[src/verilog/video_dac_pkg.sv]
// Shared constants and types for the video converter input latch
package video_dac_pkg;
  localparam int          CODE_W      = 10;
  localparam int          FIFO_DEPTH  = 16;
  localparam int          LEVELS      = 1024;
  localparam logic [9:0]  CODE_WHITE  = 10'h3FF;
  localparam logic [9:0]  CODE_BLACK  = 10'h000;
  localparam logic [9:0]  CODE_RST    = 10'h000;
  localparam logic [2:0]  CLK_SYNC_RST = 3'h0;
  localparam logic [2:0]  PIN_N_SYNC_RST = 3'h7;
  localparam logic        CLK_LVL_RST = 1'h0;
  localparam logic        PIN_N_LVL_RST = 1'h1;
  localparam logic        READY_RST   = 1'h0;

  typedef enum logic [2:0] {
    MODE_ACTIVE    = 3'h1,
    MODE_STANDBY   = 3'h2,
    MODE_POWER_OFF = 3'h4
  } power_mode_t;
endpackage

[src/verilog/video_dac_input_latch.sv]
// Pixel code capture, buffering and current steering control for one converter channel
//
// Summary of operation
// Capture all ten code bits each pixel-clock rise; a rise that finds the 16-entry buffer full loses its code
// One channel, one 10-bit code register
// 0x3FF white on true, 0x000 black
// Each set bit steers its weighted current out
// 1024 output levels, one per code
// Source supplies one code per pixel clock
// Lowest-numbered input is the code LSB
// Power-off input low shuts everything down
// Standby input low keeps reference alive
// Code held steady between pixel-clock rises
`timescale 1ns/100ps

module code_fifo #(
  parameter int WIDTH = 10,
  parameter int DEPTH = 16
) (
  input  wire logic             i_clk,
  input  wire logic             i_rstn,
  input  wire logic             i_in_valid,
  output logic                  o_in_ready,
  input  wire logic [WIDTH-1:0] i_in_data,
  output logic                  o_out_valid,
  input  wire logic             i_out_ready,
  output logic [WIDTH-1:0]      o_out_data
);
  localparam int AW = $clog2(DEPTH);

  typedef struct packed {
    logic [DEPTH-1:0][WIDTH-1:0] mem;
    logic [AW-1:0]               wr;
    logic [AW-1:0]               rd;
    logic [AW:0]                 count;
  } fifo_state_t;

  fifo_state_t st;
  fifo_state_t next_st;
  logic        push;
  logic        pop;

  // Full refuses a push even when a pop frees a slot that cycle; keeps the flag a plain compare
  assign o_in_ready  = (st.count != (AW+1)'(DEPTH));
  assign o_out_valid = (st.count != '0);
  assign o_out_data  = st.mem[st.rd];

  always_comb begin
    next_st = st;
    push    = i_in_valid && o_in_ready;
    pop     = i_out_ready && o_out_valid;
    if (push) begin
      next_st.mem[st.wr] = i_in_data;
      next_st.wr         = st.wr + 1'b1;
    end
    if (pop) begin
      next_st.rd = st.rd + 1'b1;
    end
    case ({push, pop})
      2'b10:   next_st.count = st.count + 1'b1;
      2'b01:   next_st.count = st.count - 1'b1;
      default: next_st.count = st.count;
    endcase
  end

  always_ff @(posedge i_clk or negedge i_rstn) begin
    if (!i_rstn) begin
      st <= '0;
    end else begin
      st <= next_st;
    end
  end
endmodule

module video_dac_input_latch (
  input  wire logic       i_clk,
  input  wire logic       i_rstn,
  input  wire logic       i_pixel_clock,
  input  wire logic [9:0] i_pixel_code_in,
  input  wire logic       i_power_off_n,
  input  wire logic       i_standby_n,
  output logic [9:0]      o_true_current_out,
  output logic [9:0]      o_comp_current_out,
  output logic            o_reference_on,
  output logic            o_converter_on,
  output logic            o_in_ready,
  output logic            o_code_dropped
);
  typedef struct packed {
    logic [2:0]                 clk_sync;
    logic                       clk_lvl;
    logic [2:0]                 off_sync;
    logic                       off_lvl;
    logic [2:0]                 sby_sync;
    logic                       sby_lvl;
    logic [2:0][9:0]            code_sync;
    video_dac_pkg::power_mode_t mode;
    logic [9:0]                 true_bits;
    logic [9:0]                 comp_bits;
    logic                       ref_on;
    logic                       conv_on;
    logic                       in_ready;
    logic                       dropped;
  } latch_state_t;

  latch_state_t st;
  latch_state_t next_st;
  logic         pix_edge;
  logic         push;
  logic         pop;
  logic         fifo_ready;
  logic         fifo_valid;
  logic [9:0]   fifo_code;

  // Rising pixel clock counts only once stages two and three agree
  assign pix_edge = (st.clk_sync[1] == st.clk_sync[2]) && st.clk_sync[2] && !st.clk_lvl;
  // A powered-off device latches nothing
  assign push = pix_edge && (st.mode != video_dac_pkg::MODE_POWER_OFF);
  // Drain one code per pixel clock; standby stalls the drain so the buffer fills
  assign pop  = pix_edge && (st.mode == video_dac_pkg::MODE_ACTIVE);

  code_fifo #(
    .WIDTH (video_dac_pkg::CODE_W),
    .DEPTH (video_dac_pkg::FIFO_DEPTH)
  ) u_fifo (
    .i_clk       (i_clk),
    .i_rstn      (i_rstn),
    .i_in_valid  (push),
    .o_in_ready  (fifo_ready),
    .i_in_data   (st.code_sync[2]),  // see
    .o_out_valid (fifo_valid),
    .i_out_ready (pop),
    .o_out_data  (fifo_code)
  );

  always_comb begin
    next_st = st;
    next_st.clk_sync  = {st.clk_sync[1:0], i_pixel_clock};
    next_st.off_sync  = {st.off_sync[1:0], i_power_off_n};
    next_st.sby_sync  = {st.sby_sync[1:0], i_standby_n};
    // All ten bits sampled together, bit 0 kept as the LSB
    next_st.code_sync = {st.code_sync[1:0], i_pixel_code_in};  // see
    if (st.clk_sync[1] == st.clk_sync[2]) begin
      next_st.clk_lvl = st.clk_sync[2];
    end
    if (st.off_sync[1] == st.off_sync[2]) begin
      next_st.off_lvl = st.off_sync[2];
    end
    if (st.sby_sync[1] == st.sby_sync[2]) begin
      next_st.sby_lvl = st.sby_sync[2];
    end

    // Power-off outranks standby
    if (!st.off_lvl) begin
      next_st.mode = video_dac_pkg::MODE_POWER_OFF;
    end else if (!st.sby_lvl) begin
      next_st.mode = video_dac_pkg::MODE_STANDBY;
    end else begin
      next_st.mode = video_dac_pkg::MODE_ACTIVE;
    end
    next_st.ref_on  = (st.mode != video_dac_pkg::MODE_POWER_OFF);  // see
    next_st.conv_on = (st.mode == video_dac_pkg::MODE_ACTIVE);

    case (st.mode)
      video_dac_pkg::MODE_ACTIVE: begin
        // Single code register changes only on a pixel edge, so it holds a full period
        if (pop && fifo_valid) begin
          next_st.true_bits = fifo_code;  // see see
          // Complement carries the rest of full scale: white 3FF/0, black 0/3FF
          next_st.comp_bits = video_dac_pkg::CODE_WHITE ^ fifo_code;  // see
        end else begin
          // On wake-up the held code gets its complement back on the same edge the converter turns on
          next_st.comp_bits = video_dac_pkg::CODE_WHITE ^ st.true_bits;
        end
      end
      video_dac_pkg::MODE_STANDBY,
      video_dac_pkg::MODE_POWER_OFF: begin
        // Both outputs source no current while the converter is off
        next_st.true_bits = video_dac_pkg::CODE_BLACK;
        next_st.comp_bits = video_dac_pkg::CODE_BLACK;
      end
      default: begin
        // An illegal mode falls back to the safe, quiet state
        next_st.mode      = video_dac_pkg::MODE_POWER_OFF;
        next_st.true_bits = video_dac_pkg::CODE_BLACK;
        next_st.comp_bits = video_dac_pkg::CODE_BLACK;
      end
    endcase

    next_st.in_ready = fifo_ready;
    // Source that overruns the buffer loses the code; flagged for one cycle
    next_st.dropped  = push && !fifo_ready;
  end

  always_ff @(posedge i_clk or negedge i_rstn) begin
    if (!i_rstn) begin
      st.clk_sync  <= video_dac_pkg::CLK_SYNC_RST;
      st.clk_lvl   <= video_dac_pkg::CLK_LVL_RST;
      st.off_sync  <= video_dac_pkg::PIN_N_SYNC_RST;
      st.off_lvl   <= video_dac_pkg::PIN_N_LVL_RST;
      st.sby_sync  <= video_dac_pkg::PIN_N_SYNC_RST;
      st.sby_lvl   <= video_dac_pkg::PIN_N_LVL_RST;
      st.code_sync <= '0;
      st.mode      <= video_dac_pkg::MODE_POWER_OFF;
      st.true_bits <= video_dac_pkg::CODE_RST;
      st.comp_bits <= video_dac_pkg::CODE_RST;
      st.ref_on    <= 1'b0;
      st.conv_on   <= 1'b0;
      st.in_ready  <= video_dac_pkg::READY_RST;
      st.dropped   <= 1'b0;
    end else begin
      st <= next_st;
    end
  end

  assign o_true_current_out = st.true_bits;
  assign o_comp_current_out = st.comp_bits;
  assign o_reference_on     = st.ref_on;
  assign o_converter_on     = st.conv_on;
  assign o_in_ready         = st.in_ready;
  assign o_code_dropped     = st.dropped;
endmodule

[config.mk]
export PLATFORM = sky130hd
export DESIGN_NAME = video_dac_input_latch
export DESIGN_NICKNAME = d
export VERILOG_FILES = /design/src/verilog/video_dac_pkg.sv /design/src/verilog/video_dac_input_latch.sv
export SDC_FILE = /design/constraint.sdc
export NUM_CORES = 1
export LEC_CHECK = 0
export BUFFER_PORTS_ARGS = -buffer_cell sky130_fd_sc_hd__buf_2
export CAP_MARGIN = 20
export CORE_ASPECT_RATIO = 0.7
export CORE_UTILIZATION = 55
export CTS_CLUSTER_DIAMETER = 200
export CTS_CLUSTER_SIZE = 14
export DETAILED_ROUTE_END_ITERATION = 10
export PLACE_DENSITY_LB_ADDON = 0.12
export SYNTH_ARGS = -nofsm -noshare
export SYNTH_HDL_FRONTEND = slang
export SYNTH_HIERARCHICAL = 1
export SYNTH_SLANG_ARGS = --single-unit
[constraint.sdc]
create_clock -name i_clk -period 8.9 [get_ports i_clk]
set_input_delay 1.78 -clock i_clk [delete_from_list [all_inputs] [get_ports i_clk]]
set_output_delay 1.78 -clock i_clk [all_outputs]
set_load 0.05 [all_outputs]
==> run metrics, run 1 <==
setup repair after global routing missed its margin=false; status=finished clean; 1st-iter DRT viols=403; CTS max path bufs=3; drt first pass iters=4; CP arrival=3.90 ns; CP Class=register to register; Max-Cap Viols=0; ys flop type=dfrtp_1; share of the clock period used by the worst path=0.3942; CTS buffer count=21; Pwr Total=0.002790 W; site row count=42; number of synthesized flops with an enable pin=0; area delta synth->final=7.127%; largest net degree at the start of global routing=98; vias in the first global route=6150; shortest period the worst path allows=3.509 ns; nets=759; Clock Sinks=242; ys async rst share=1.000; Mapped Area=10900 um^2; clock root cell=clkbuf_16; worst relative slew slack=0.2951; Die H=119.8 um; FF-to-FF setup slack=5.39 ns; clk_lat worst skew=0.52 ns; H-tree levels=1; Hold WS=0.3314 ns; Hold Crit Start=next_st[55]; Synth Net Count=760; Clock Pin Slew Worst Setup and Hold Paths=0.07 ns; Hold Path Class=register to register; IO Pins=39; antenna violations before repair=0; drt wl/cell=22.11 um; endpoints failing hold=0; Fin Setup TNS=0 ns; initial core utilization=0.5699; Synth top area share=0.5348; first-pass GRT wire length=35930 um; CTS tree=yes; CP max FO=23; postcts setup bufs=0; crit start category=register; Slew @ Worst Pin=1.057 ns; Die X-Extent=170.3 um; post_cts resized=0; antenna-violating nets left=0; Buffers on Ports=38; Post-Route Skew=0.01301 ns; DRC viols=0; Worst Setup SP=st[24]; via count=5995; yosys warns=6; gpl congestion=0.8366; Tot GR Track Use=0.2319; Gate Count Post-Synth=734; hold-fix buffer count after cts=0; Crit. End Element=register; layout cells sized above 1=0.4171; LEAKAGE=5.482 nW; Max Freq=0.2850 GHz; Syn Area/Cell=14.85 um^2; Required @ worst endpoint=9.29 ns; dpl hpwl=14660 um; final WL=22380 um; flops & latches, synth=242; post-synth top area cell=dfrtp_1; CORE AREA=19130 um^2; Pwr Density=238.9 nW/um^2; post-synthesis sequential area ratio=0.5565; Reg-to-Reg Start=st[24]; die area=20400 um^2; antenna cells=0; Area contributors post-synth=dfrtp_1 (53%), mux2_2 (18%), mux4_2 (4.1%), mux2i_1 (2.8%), dfstp_2 (2.2%); worst vdd ir=162.3 uV; Netlist cell types=50; gr ovfl total=0; final number of setup-violating endpoints=0; Final Max Tran Viols=0; vias per cell=5.924
-- per-layer routing --
metal | wire [um] | GRT usage
met1 | 10680 | 0.3458
met2 | 10250 | 0.3548
met3 | 840 | 0.03133
met4 | 604 | 0.07207
met5 | 0 | 0
-- area by class of cell --
| class | count | area (um^2) |
|---|---|---|
| clock buffer | 36 | 581.8 |
| sequential | 242 | 6071 |
| clock inverter | 2 | 20.02 |
| timing repair buffer | 42 | 230.2 |
| inverter | 10 | 37.54 |
| fill | 1455 | 7450 |
| multi-input combinational | 416 | 4408 |
| tap | 264 | 330.3 |
-- worst paths after layout --
| path | to | depth (start not counted) |
|---|---|---|
| min in group asynchronous | st[47] | 1 |
| worst min register to register | st[55] | 0 |
| max in group asynchronous | o_true_current_out[8] | 2 |
| worst min-delay path | st[55] | 0 |
| worst max-delay path | u_fifo/st[4] | 11 |
| worst max register to register | u_fifo/st[4] | 11 |
-- placed cells by master, fill, tap and decap left out, types with 9 or more instances in the layout --
| master | synthesis | final |
|---|---|---|
| a21oi_1 | 12 | 12 |
| a221oi_1 | 10 | 10 |
| a22oi_1 | 10 | 10 |
| and4b_1 | 10 | 10 |
| buf_2 | 14 | 37 |
| clkbuf_1 | 22 | 15 |
| clkbuf_16 | 0 | 21 |
| dfrtp_1 | 233 | 232 |
| dfstp_2 | 9 | 9 |
| ha_1 | 10 | 10 |
| inv_1 | 9 | 9 |
| mux2_2 | 177 | 177 |
| mux2i_1 | 30 | 30 |
| mux4_2 | 20 | 20 |
| nand2_1 | 19 | 19 |
| nand3_4 | 12 | 12 |
| nor4bb_1 | 12 | 12 |
| o21ai_0 | 25 | 25 |
-- power by group --
group          leakage [nW]  internal [W]  switching (W)
registers              3.21       0.00125       0.000129
clock network         0.287      0.000448       0.000399
logic                  1.99      0.000261       0.000304
-- stage by stage --
step,util,cell area (um^2),setup slack (ns),cells
4_1_cts,0.6105,11680,5.422,1012
5_1_grt,0.6105,11680,5.172,1012
3_3_place_gp,0.5791,11080,5.526,974
3_5_place_dp,0.5791,11080,5.437,974
6_report,0.6105,11680,5.391,1012
2_1_floorplan,-,10900,5.787,734
-- Yosys cell counts (5+ instances only) --
cell type  instances
and4bb_2           8
o21ai_0           25
mux4_2            20
nand3_4           12
mux2_1             5
mux2_2           177
inv_1              9
mux2i_1           30
a221oi_1          10
a211oi_2           8
xnor2_1            8
buf_4             23
ha_1              10
dfrtp_1          233
buf_2             14
a22oi_1           10
nand2_1           19
and4b_1           10
a21oi_1           12
clkbuf_1          22
dfstp_2            9
nor4bb_1          12
-- critical path, stage by stage, from the launching register on --
cell and delay (ns):
dfrtp_1 0.70, or3b_4 0.56, nor2_1 0.12, and2_1 0.30, ha_1 0.30, inv_1 0.10
fa_1 0.40, nor2b_1 0.13, o21ai_0 0.10, nand3_1 0.09, or3b_2 0.45, xnor2_1 0.13
-- registers in the layout, indices dropped and copies added (netlist names) --
signal,cells
o_comp_current_out,10
o_reference_on,1
u_fifo/st,173
st,19
o_in_ready,1
next_st,26
o_true_current_out,10
o_code_dropped,1
o_converter_on,1
-- cell families after synthesis --
group | after synthesis | synth area share
adder cells (fa/ha/maj) | 13 | 0.01515
flip-flops | 242 | 0.5565
XOR/XNOR | 11 | 0.008838
buffers and inverters | 76 | 0.03937
AO/OA/AOI/OAI | 71 | 0.04556
AND/OR/NAND/NOR | 89 | 0.07770
multiplexers | 232 | 0.2569
(Power assumes the default switching activity.)
==> run 2: changes to the inputs <==
- ABC_AREA: not set -> 1
- clock period: 8.9 -> 3 ns (I/O delays scaled with it)
==> run 2 against run 1 <==
  * Final cell count up 75%
  * Synthesized cell count up 100%
  * Combinational power rose to 4.3 times the previous value
  * Largest power group unchanged
  * Routed wire length up 47%
  * Via count up 66%
  * Critical path type unchanged
  * Global-route usage up 7.4 points
  * Worst hold slack worse by 0.28 ns
  * Sequential share of layout area down 4.6 points
  * Sequential power rose to 2.9 times the previous value
  * Sequential cell count unchanged
  * Fmax up 28%
  * Cell area up 9.6%
==> run metrics, run 2 <==
status=finished clean (unchanged); dpl hpwl=20700 um (was 14660 um); vias per cell=5.620 (was 5.924); CP max FO=9 (was 23); Pwr Density=696.9 nW/um^2 (was 238.9 nW/um^2); Crit. End Element=register (unchanged); clk_lat worst skew=0.52 ns (about the same); antenna cells=0 (unchanged); flops & latches, synth=242 (unchanged); Max-Cap Viols=0 (unchanged); Post-Route Skew=0.01296 ns (was 0.01301 ns); initial core utilization=0.5663 (was 0.5699); ys async rst share=1.000 (unchanged); Largest register FFs=173 (unchanged); clock root cell=clkbuf_16 (unchanged); most common cell in the netlist=nand2_1 (was dfrtp_1); LEAKAGE=6.819 nW (was 5.482 nW); gr ovfl total=0 (unchanged); antenna violations before repair=0 (unchanged); Cell Chain, Critical Path=ha_1, inv_1, nor2_4, inv_1, nor2_2, nand2_1, inv_1, ha_1, inv_1, fa_1, inv_1, nand2_1, nand2_1, nand2_1, nand2_1, nand2_1, nand2_1, nand2_1 (was or3b_4, nor2_1, and2_1, ha_1, inv_1, fa_1, nor2b_1, o21ai_0, nand3_1, or3b_2, xnor2_1); Fin Setup TNS=0 ns (unchanged); hold-fix buffer count after cts=0 (unchanged); fin area=12800 um^2 (was 11680 um^2); Gate Count Post-Synth=1500 (was 734); Crit-path slowest cell=dfrtp_1 (unchanged); Tot GR Track Use=0.3059 (was 0.2319); first-pass GRT wire length=52160 um (was 35930 um); Reg-to-Reg Start=next_st[68] (was st[24]); Post-Place Cells=1738 (was 974); number of synthesized flops with an enable pin=0 (unchanged); H-tree levels=1 (unchanged); Pwr Total=0.008922 W (was 0.002790 W); Buffers on Ports=38 (unchanged); slowest stage delay, CP=0.36 ns (was 0.70 ns); final WL=32780 um (was 22380 um); IO Pins=39 (unchanged); layout cells sized above 1=0.1025 (was 0.4171); post-synth top area cell=dfrtp_1 (unchanged); CP Class=register to register (unchanged); post-synthesis sequential area ratio=0.5121 (was 0.5565); CTS max path bufs=3 (unchanged); die area=22140 um^2 (was 20400 um^2); crit start category=register (unchanged); CP delay by family, top=simple AND/OR/NAND/NOR gates (unchanged); DRC viols=0 (unchanged); shortest period the worst path allows=2.740 ns (was 3.509 ns); CTS tree=yes (unchanged); Hold Path Class=input pin to asynchronous set/reset pin (was register to register); commonest non-fill, non-tap cell in the layout=nand2_1 (was dfrtp_1); most used cell, CP=nand2_1; nets=1511 (was 759); yosys warns=6 (unchanged); postcts setup bufs=0 (unchanged); worst relative slew slack=0.3533 (was 0.2951); ys flop type=dfrtp_1 (unchanged); setup repair after global routing missed its margin=false (unchanged); Max Freq=0.3650 GHz (was 0.2850 GHz); Register-to-Register Path Depth=18 (was 11); CP arrival=3.14 ns (was 3.90 ns); Die H=124.8 um (was 119.8 um); final number of setup-violating endpoints=0 (unchanged); Clock Pin Slew Worst Setup and Hold Paths=0.07 ns (about the same); Top reg by flops=u_fifo/st (unchanged); CTS buffer count=21 (unchanged); Synth Net Count=1526 (was 760); commonest cells after routing, fill and taps aside=nand2_1 (635), dfrtp_1 (232), nand4_1 (169) (was dfrtp_1 (232), mux2_2 (177), buf_2 (37)); Final Max Tran Viols=0 (unchanged); Slew @ Worst Pin=0.9701 ns (was 1.057 ns); top post-synthesis cells by count=nand2_1 (635), dfrtp_1 (233), nand4_1 (169) (was dfrtp_1 (233), mux2_2 (177), mux2i_1 (30)); post_cts resized=0 (unchanged); Required @ worst endpoint=3.40 ns (was 9.29 ns); drt first pass iters=5 (was 4); Synth top area share=0.4921 (was 0.5348); CORE AREA=20920 um^2 (was 19130 um^2); largest net degree at the start of global routing=154 (was 98); antenna-violating nets left=0 (unchanged); Netlist cell types=29 (was 50); 1st-iter DRT viols=1235 (was 403); Non-Filler Instances=1769 (was 1012); Area contributors post-synth=dfrtp_1 (49%), nand2_1 (20%), nand4_1 (8.9%), nand3_1 (3.5%), inv_1 (3.0%) (was dfrtp_1 (53%), mux2_2 (18%), mux4_2 (4.1%), mux2i_1 (2.8%), dfstp_2 (2.2%)); Syn Area/Cell=7.898 um^2 (was 14.85 um^2); Die X-Extent=177.4 um (was 170.3 um); share of the clock period used by the worst path=0.9132 (was 0.3942); Mapped Area=11850 um^2 (was 10900 um^2); via count=9942 (was 5995); FF-to-FF setup slack=0.26 ns (was 5.39 ns); endpoints failing hold=0 (unchanged); drt wl/cell=18.53 um (was 22.11 um); gpl congestion=0.9031 (was 0.8366); Worst Path Buf+Inv=5 (was 1); placed inst area=12230 um^2 (was 11080 um^2); site row count=44 (was 42); area delta synth->final=8.058% (was 7.127%); vias in the first global route=9019 (was 6150); RR Endpoint=u_fifo/st[4] (unchanged); worst vdd ir=696.1 uV (was 162.3 uV); Clock Sinks=242 (unchanged)
[run 2: layout make-up]
class | count | area [um^2]
clock buffers | 29 | 555.5
clock inverters | 2 | 20.02
fillers | 1897 | 8118
inverters | 98 | 367.9
multi-input cells | 1031 | 4735
flip-flops and latches | 242 | 6068
well taps | 276 | 345.3
repair buffers | 91 | 710.7
[run 2: cells by family (layout without fill, tap and decap cells)]
kind of cell             count (synthesis)  count (layout)  share of synthesized area
multiplexers                             1               1                  0.0009504
flip-flops                             242             242                     0.5121
adder cells (fa/ha/maj)                 13              13                    0.01394
AO/OA/AOI/OAI                            7               7                   0.002957
AND/OR/NAND/NOR                       1003            1003                     0.3760
buffers and inverters                  227             220                    0.08892
XOR/XNOR                                 7               7                   0.005175
[run 2: power by group]
part           internal (W)  leakage, nW  total, W  switching [W]
clock network       0.00129        0.279   0.00249        0.00120
registers           0.00370         3.22   0.00401       0.000312
logic              0.000685         3.32   0.00242        0.00174
[run 2: how the worst max path moves through the flow]
stage                           start            to  slack [ns]  cells after the start
after floorplan                st[68]  u_fifo/st[4]        0.58                     15
after global placement         st[68]  u_fifo/st[4]        0.37                     18
after detailed placement       st[68]  u_fifo/st[4]        0.31                     18
after CTS                 next_st[68]  u_fifo/st[4]        0.28                     18
after global routing      next_st[68]  u_fifo/st[4]      0.0008                     18
final                     next_st[68]  u_fifo/st[4]        0.26                     18
[run 2: routing by layer]
metal  wire, um  GRT usage  share of wire
met1      15730     0.4987           0.48
met3       2831    0.06532          0.086
met5          0          0              0
met2      13700     0.4131           0.42
met4        517    0.05732          0.016
[run 2: metrics by stage]
stage	util	setup slack, ns	hold WS, ns
4_1_cts	0.6120	0.2827	0.09422
5_1_grt	0.6120	0.0007745	0.09199
6_report	0.6120	0.2604	0.05517
2_1_floorplan	-	0.5824	0.3044
3_3_place_gp	0.5845	0.3663	0.3331
3_5_place_dp	0.5845	0.3113	0.3355
[run 2: worst reg2reg max path: stages (launching register included)]
cell and delay, ns:
dfrtp_1 0.36, ha_1 0.14, inv_1 0.06, nor2_4 0.19, inv_1 0.14, nor2_2 0.24
nand2_1 0.18, inv_1 0.14, ha_1 0.26, inv_1 0.10, fa_1 0.36, inv_1 0.08
nand2_1 0.07, nand2_1 0.08, nand2_1 0.05, nand2_1 0.05, nand2_1 0.04, nand2_1 0.05
nand2_1 0.04
==> run 3: changes to the inputs <==
- ABC_AREA: 1 -> not set
==> run 3 against run 2 <==
  * Global-route usage fell by 7.2 points
  * Clock-buffer cell count rose by 7
  * Non-clock buffer count shrank 31
  * Critical path depth decreased by 6
  * Total power decreased by 5.7%
  * Critical endpoint unchanged
  * First-iteration DRC count down 72%
  * Sequential cell count did not move
  * Largest cell class unchanged
  * Die area down 7.9%
==> run metrics, run 3 (synthesis gave the netlist of run 1 again) <==
Tot GR Track Use=0.2337 (was 0.3059); routed wl met3=1003 um (was 2831 um); layout cells sized above 1=0.4334 (was 0.1025); site row count=42 (was 44); Psw=0.002520 W (was 0.003244 W); met2 wire len=10170 um (was 13700 um); final WL=22620 um (was 32780 um); Slew @ Worst Pin=0.8529 ns (was 0.9701 ns); gpl congestion=0.8265 (was 0.9031); CTS max path bufs=3 (unchanged); shortest period the worst path allows=2.771 ns (was 2.740 ns); drt wl/cell=21.96 um (was 18.53 um); Pwr Density=709.1 nW/um^2 (was 696.9 nW/um^2); combinational share of power=0.220 (was 0.271); slowest stage delay, CP=0.45 ns (was 0.36 ns); hold-fix buffer count after cts=0 (unchanged); antenna cells=0 (unchanged); Die X-Extent=170.3 um (was 177.4 um); CORE AREA=19130 um^2 (was 20920 um^2); vias in the first global route=6410 (was 9019); endpoints failing hold=0 (unchanged); antenna violations before repair=1 (was 0); P_int=0.005897 W (was 0.005678 W); setup repair after global routing missed its margin=false (unchanged); CTS tree=yes (unchanged); Max Freq=0.3609 GHz (was 0.3650 GHz); Fin Setup TNS=0 ns (unchanged); fin area=11870 um^2 (was 12800 um^2); clock power share=0.296 (was 0.279); worst vdd ir=383.4 uV (was 696.1 uV); Max-Cap Viols=0 (unchanged); initial core utilization=0.5699 (was 0.5663); Clock Pin Slew Worst Setup and Hold Paths=0.07 ns (about the same); Required @ worst endpoint=3.39 ns (was 3.40 ns); Crit. End Element=register (unchanged); placed inst area=11260 um^2 (was 12230 um^2); top sig layer=met4 (unchanged); antenna-violating nets left=0 (unchanged); nets=777 (was 1511); Core Util, Final=0.6206 (was 0.6120); Worst Path Buf+Inv=2 (was 5); CP max FO=4 (was 9); crit start category=register (unchanged); Top reg by flops=u_fifo/st (unchanged); commonest cells after routing, fill and taps aside=dfrtp_1 (231), mux2_2 (177), buf_2 (37) (was nand2_1 (635), dfrtp_1 (232), nand4_1 (169)); Largest register FFs=173 (unchanged); DRC viols=0 (unchanged); 1st-iter DRT viols=340 (was 1235); CP arrival=3.16 ns (was 3.14 ns); gr ovfl total=0 (unchanged); Crit-path slowest cell=dfrtp_2 (was dfrtp_1); Clock Sinks=242 (unchanged); commonest non-fill, non-tap cell in the layout=dfrtp_1 (was nand2_1); most used cell, CP=inv_1 (was nand2_1); H-tree levels=1 (unchanged); Post-Route Skew=0.01295 ns (was 0.01296 ns); drt first pass iters=4 (was 5); CP delay by family, top=simple AND/OR/NAND/NOR gates (unchanged); worst relative slew slack=0.4314 (was 0.3533); Buffers on Ports=38 (unchanged); sw frac=0.2994 (was 0.3636); Die H=119.8 um (was 124.8 um); M1 wire length=10900 um (was 15730 um); largest net degree at the start of global routing=100 (was 154); clock root cell=clkbuf_16 (unchanged); final number of setup-violating endpoints=0 (unchanged); CTS buffer count=21 (unchanged); IO Pins=39 (unchanged); sequential power share=0.484 (was 0.450); die area=20400 um^2 (was 22140 um^2); CP Class=register to register (unchanged); status=finished clean (unchanged); clk_lat worst skew=0.51 ns (was 0.52 ns); Final Max Tran Viols=0 (unchanged); vias per cell=5.944 (was 5.620); Cell Chain, Critical Path=nor4_4, nand2_1, and2_4, inv_1, ha_2, inv_1, fa_2, nor2b_1, o21ai_0, nand3_1, or3b_2, xnor2_1 (was ha_1, inv_1, nor2_4, inv_1, nor2_2, nand2_1, inv_1, ha_1, inv_1, fa_1, inv_1, nand2_1, nand2_1, nand2_1, nand2_1, nand2_1, nand2_1, nand2_1); first-pass GRT wire length=36230 um (was 52160 um); dpl hpwl=15380 um (was 20700 um); Hold Path Class=input pin to asynchronous set/reset pin (unchanged); LEAKAGE=5.585 nW (was 6.819 nW); via count=6122 (was 9942); share of the clock period used by the worst path=0.9236 (was 0.9132); area delta synth->final=8.883% (was 8.058%); Hold WS=0.1115 ns (was 0.05517 ns)
run 3: repair_timing:
action	in CTS	in global routing
buffers inserted	0	0
setup endpoints to repair	0	1
resized for setup	0	2
run 3: per-layer routing:
metal | track usage | vias to the layer above
li1 | - | 2719
met1 | 0.3552 | 3254
met2 | 0.3563 | 114
met3 | 0.02935 | 35
met4 | 0.06081 | 0
met5 | 0 | -
run 3: final timing paths:
path	start	endpoint	slack [ns]	depth (start not counted)
max in group asynchronous	i_rstn	u_fifo/st[107]	2.05	2
min reg2reg	next_st[53]	st[53]	0.33	0
min	i_rstn	u_fifo/st[5]	0.11	1
max	u_fifo/st[1]	u_fifo/st[4]	0.23	12
max reg2reg	u_fifo/st[1]	u_fifo/st[4]	0.23	12
min in group i_clk	i_standby_n	next_st[59]	0.19	1
run 3: cell type report:
type / count / area (um^2)
multi-input cells: 416 / 4425
fillers: 1423 / 7258
inverters: 10 / 37.54
flip-flops and latches: 242 / 6072
clock inverters: 2 / 20.02
well taps: 264 / 330.3
repair buffers: 60 / 402.9
clock buffers: 36 / 581.8
run 3: through the flow:
step                      std cells  total power (W)  setup slack [ns]
after floorplan                 734         0.005456           0.01814
after global routing           1030         0.008780          0.007104
after detailed placement        992         0.005965            0.1536
final                          1030         0.008417            0.2291
after CTS                      1030         0.008472            0.1460
after global placement          992         0.005854            0.2714
run 3: worst reg2reg max path: stages, from the launching register on:
cell     delay (ns)
dfrtp_2        0.45
nor4_4         0.30
nand2_1        0.12
and2_4         0.17
inv_1          0.05
ha_2           0.21
inv_1          0.09
fa_2           0.35
nor2b_1        0.12
o21ai_0        0.11
nand3_1        0.10
or3b_2         0.45
xnor2_1        0.13
run 3: power groups by stage:
stage	clock network, W	registers (W)	logic [W]
after detailed placement	0	0.00412	0.00185
final	0.00249	0.00408	0.00185
after CTS	0.00255	0.00406	0.00186
after global placement	0	0.00407	0.00178
after floorplan	0	0.00396	0.00149
after global routing	0.00267	0.00413	0.00199
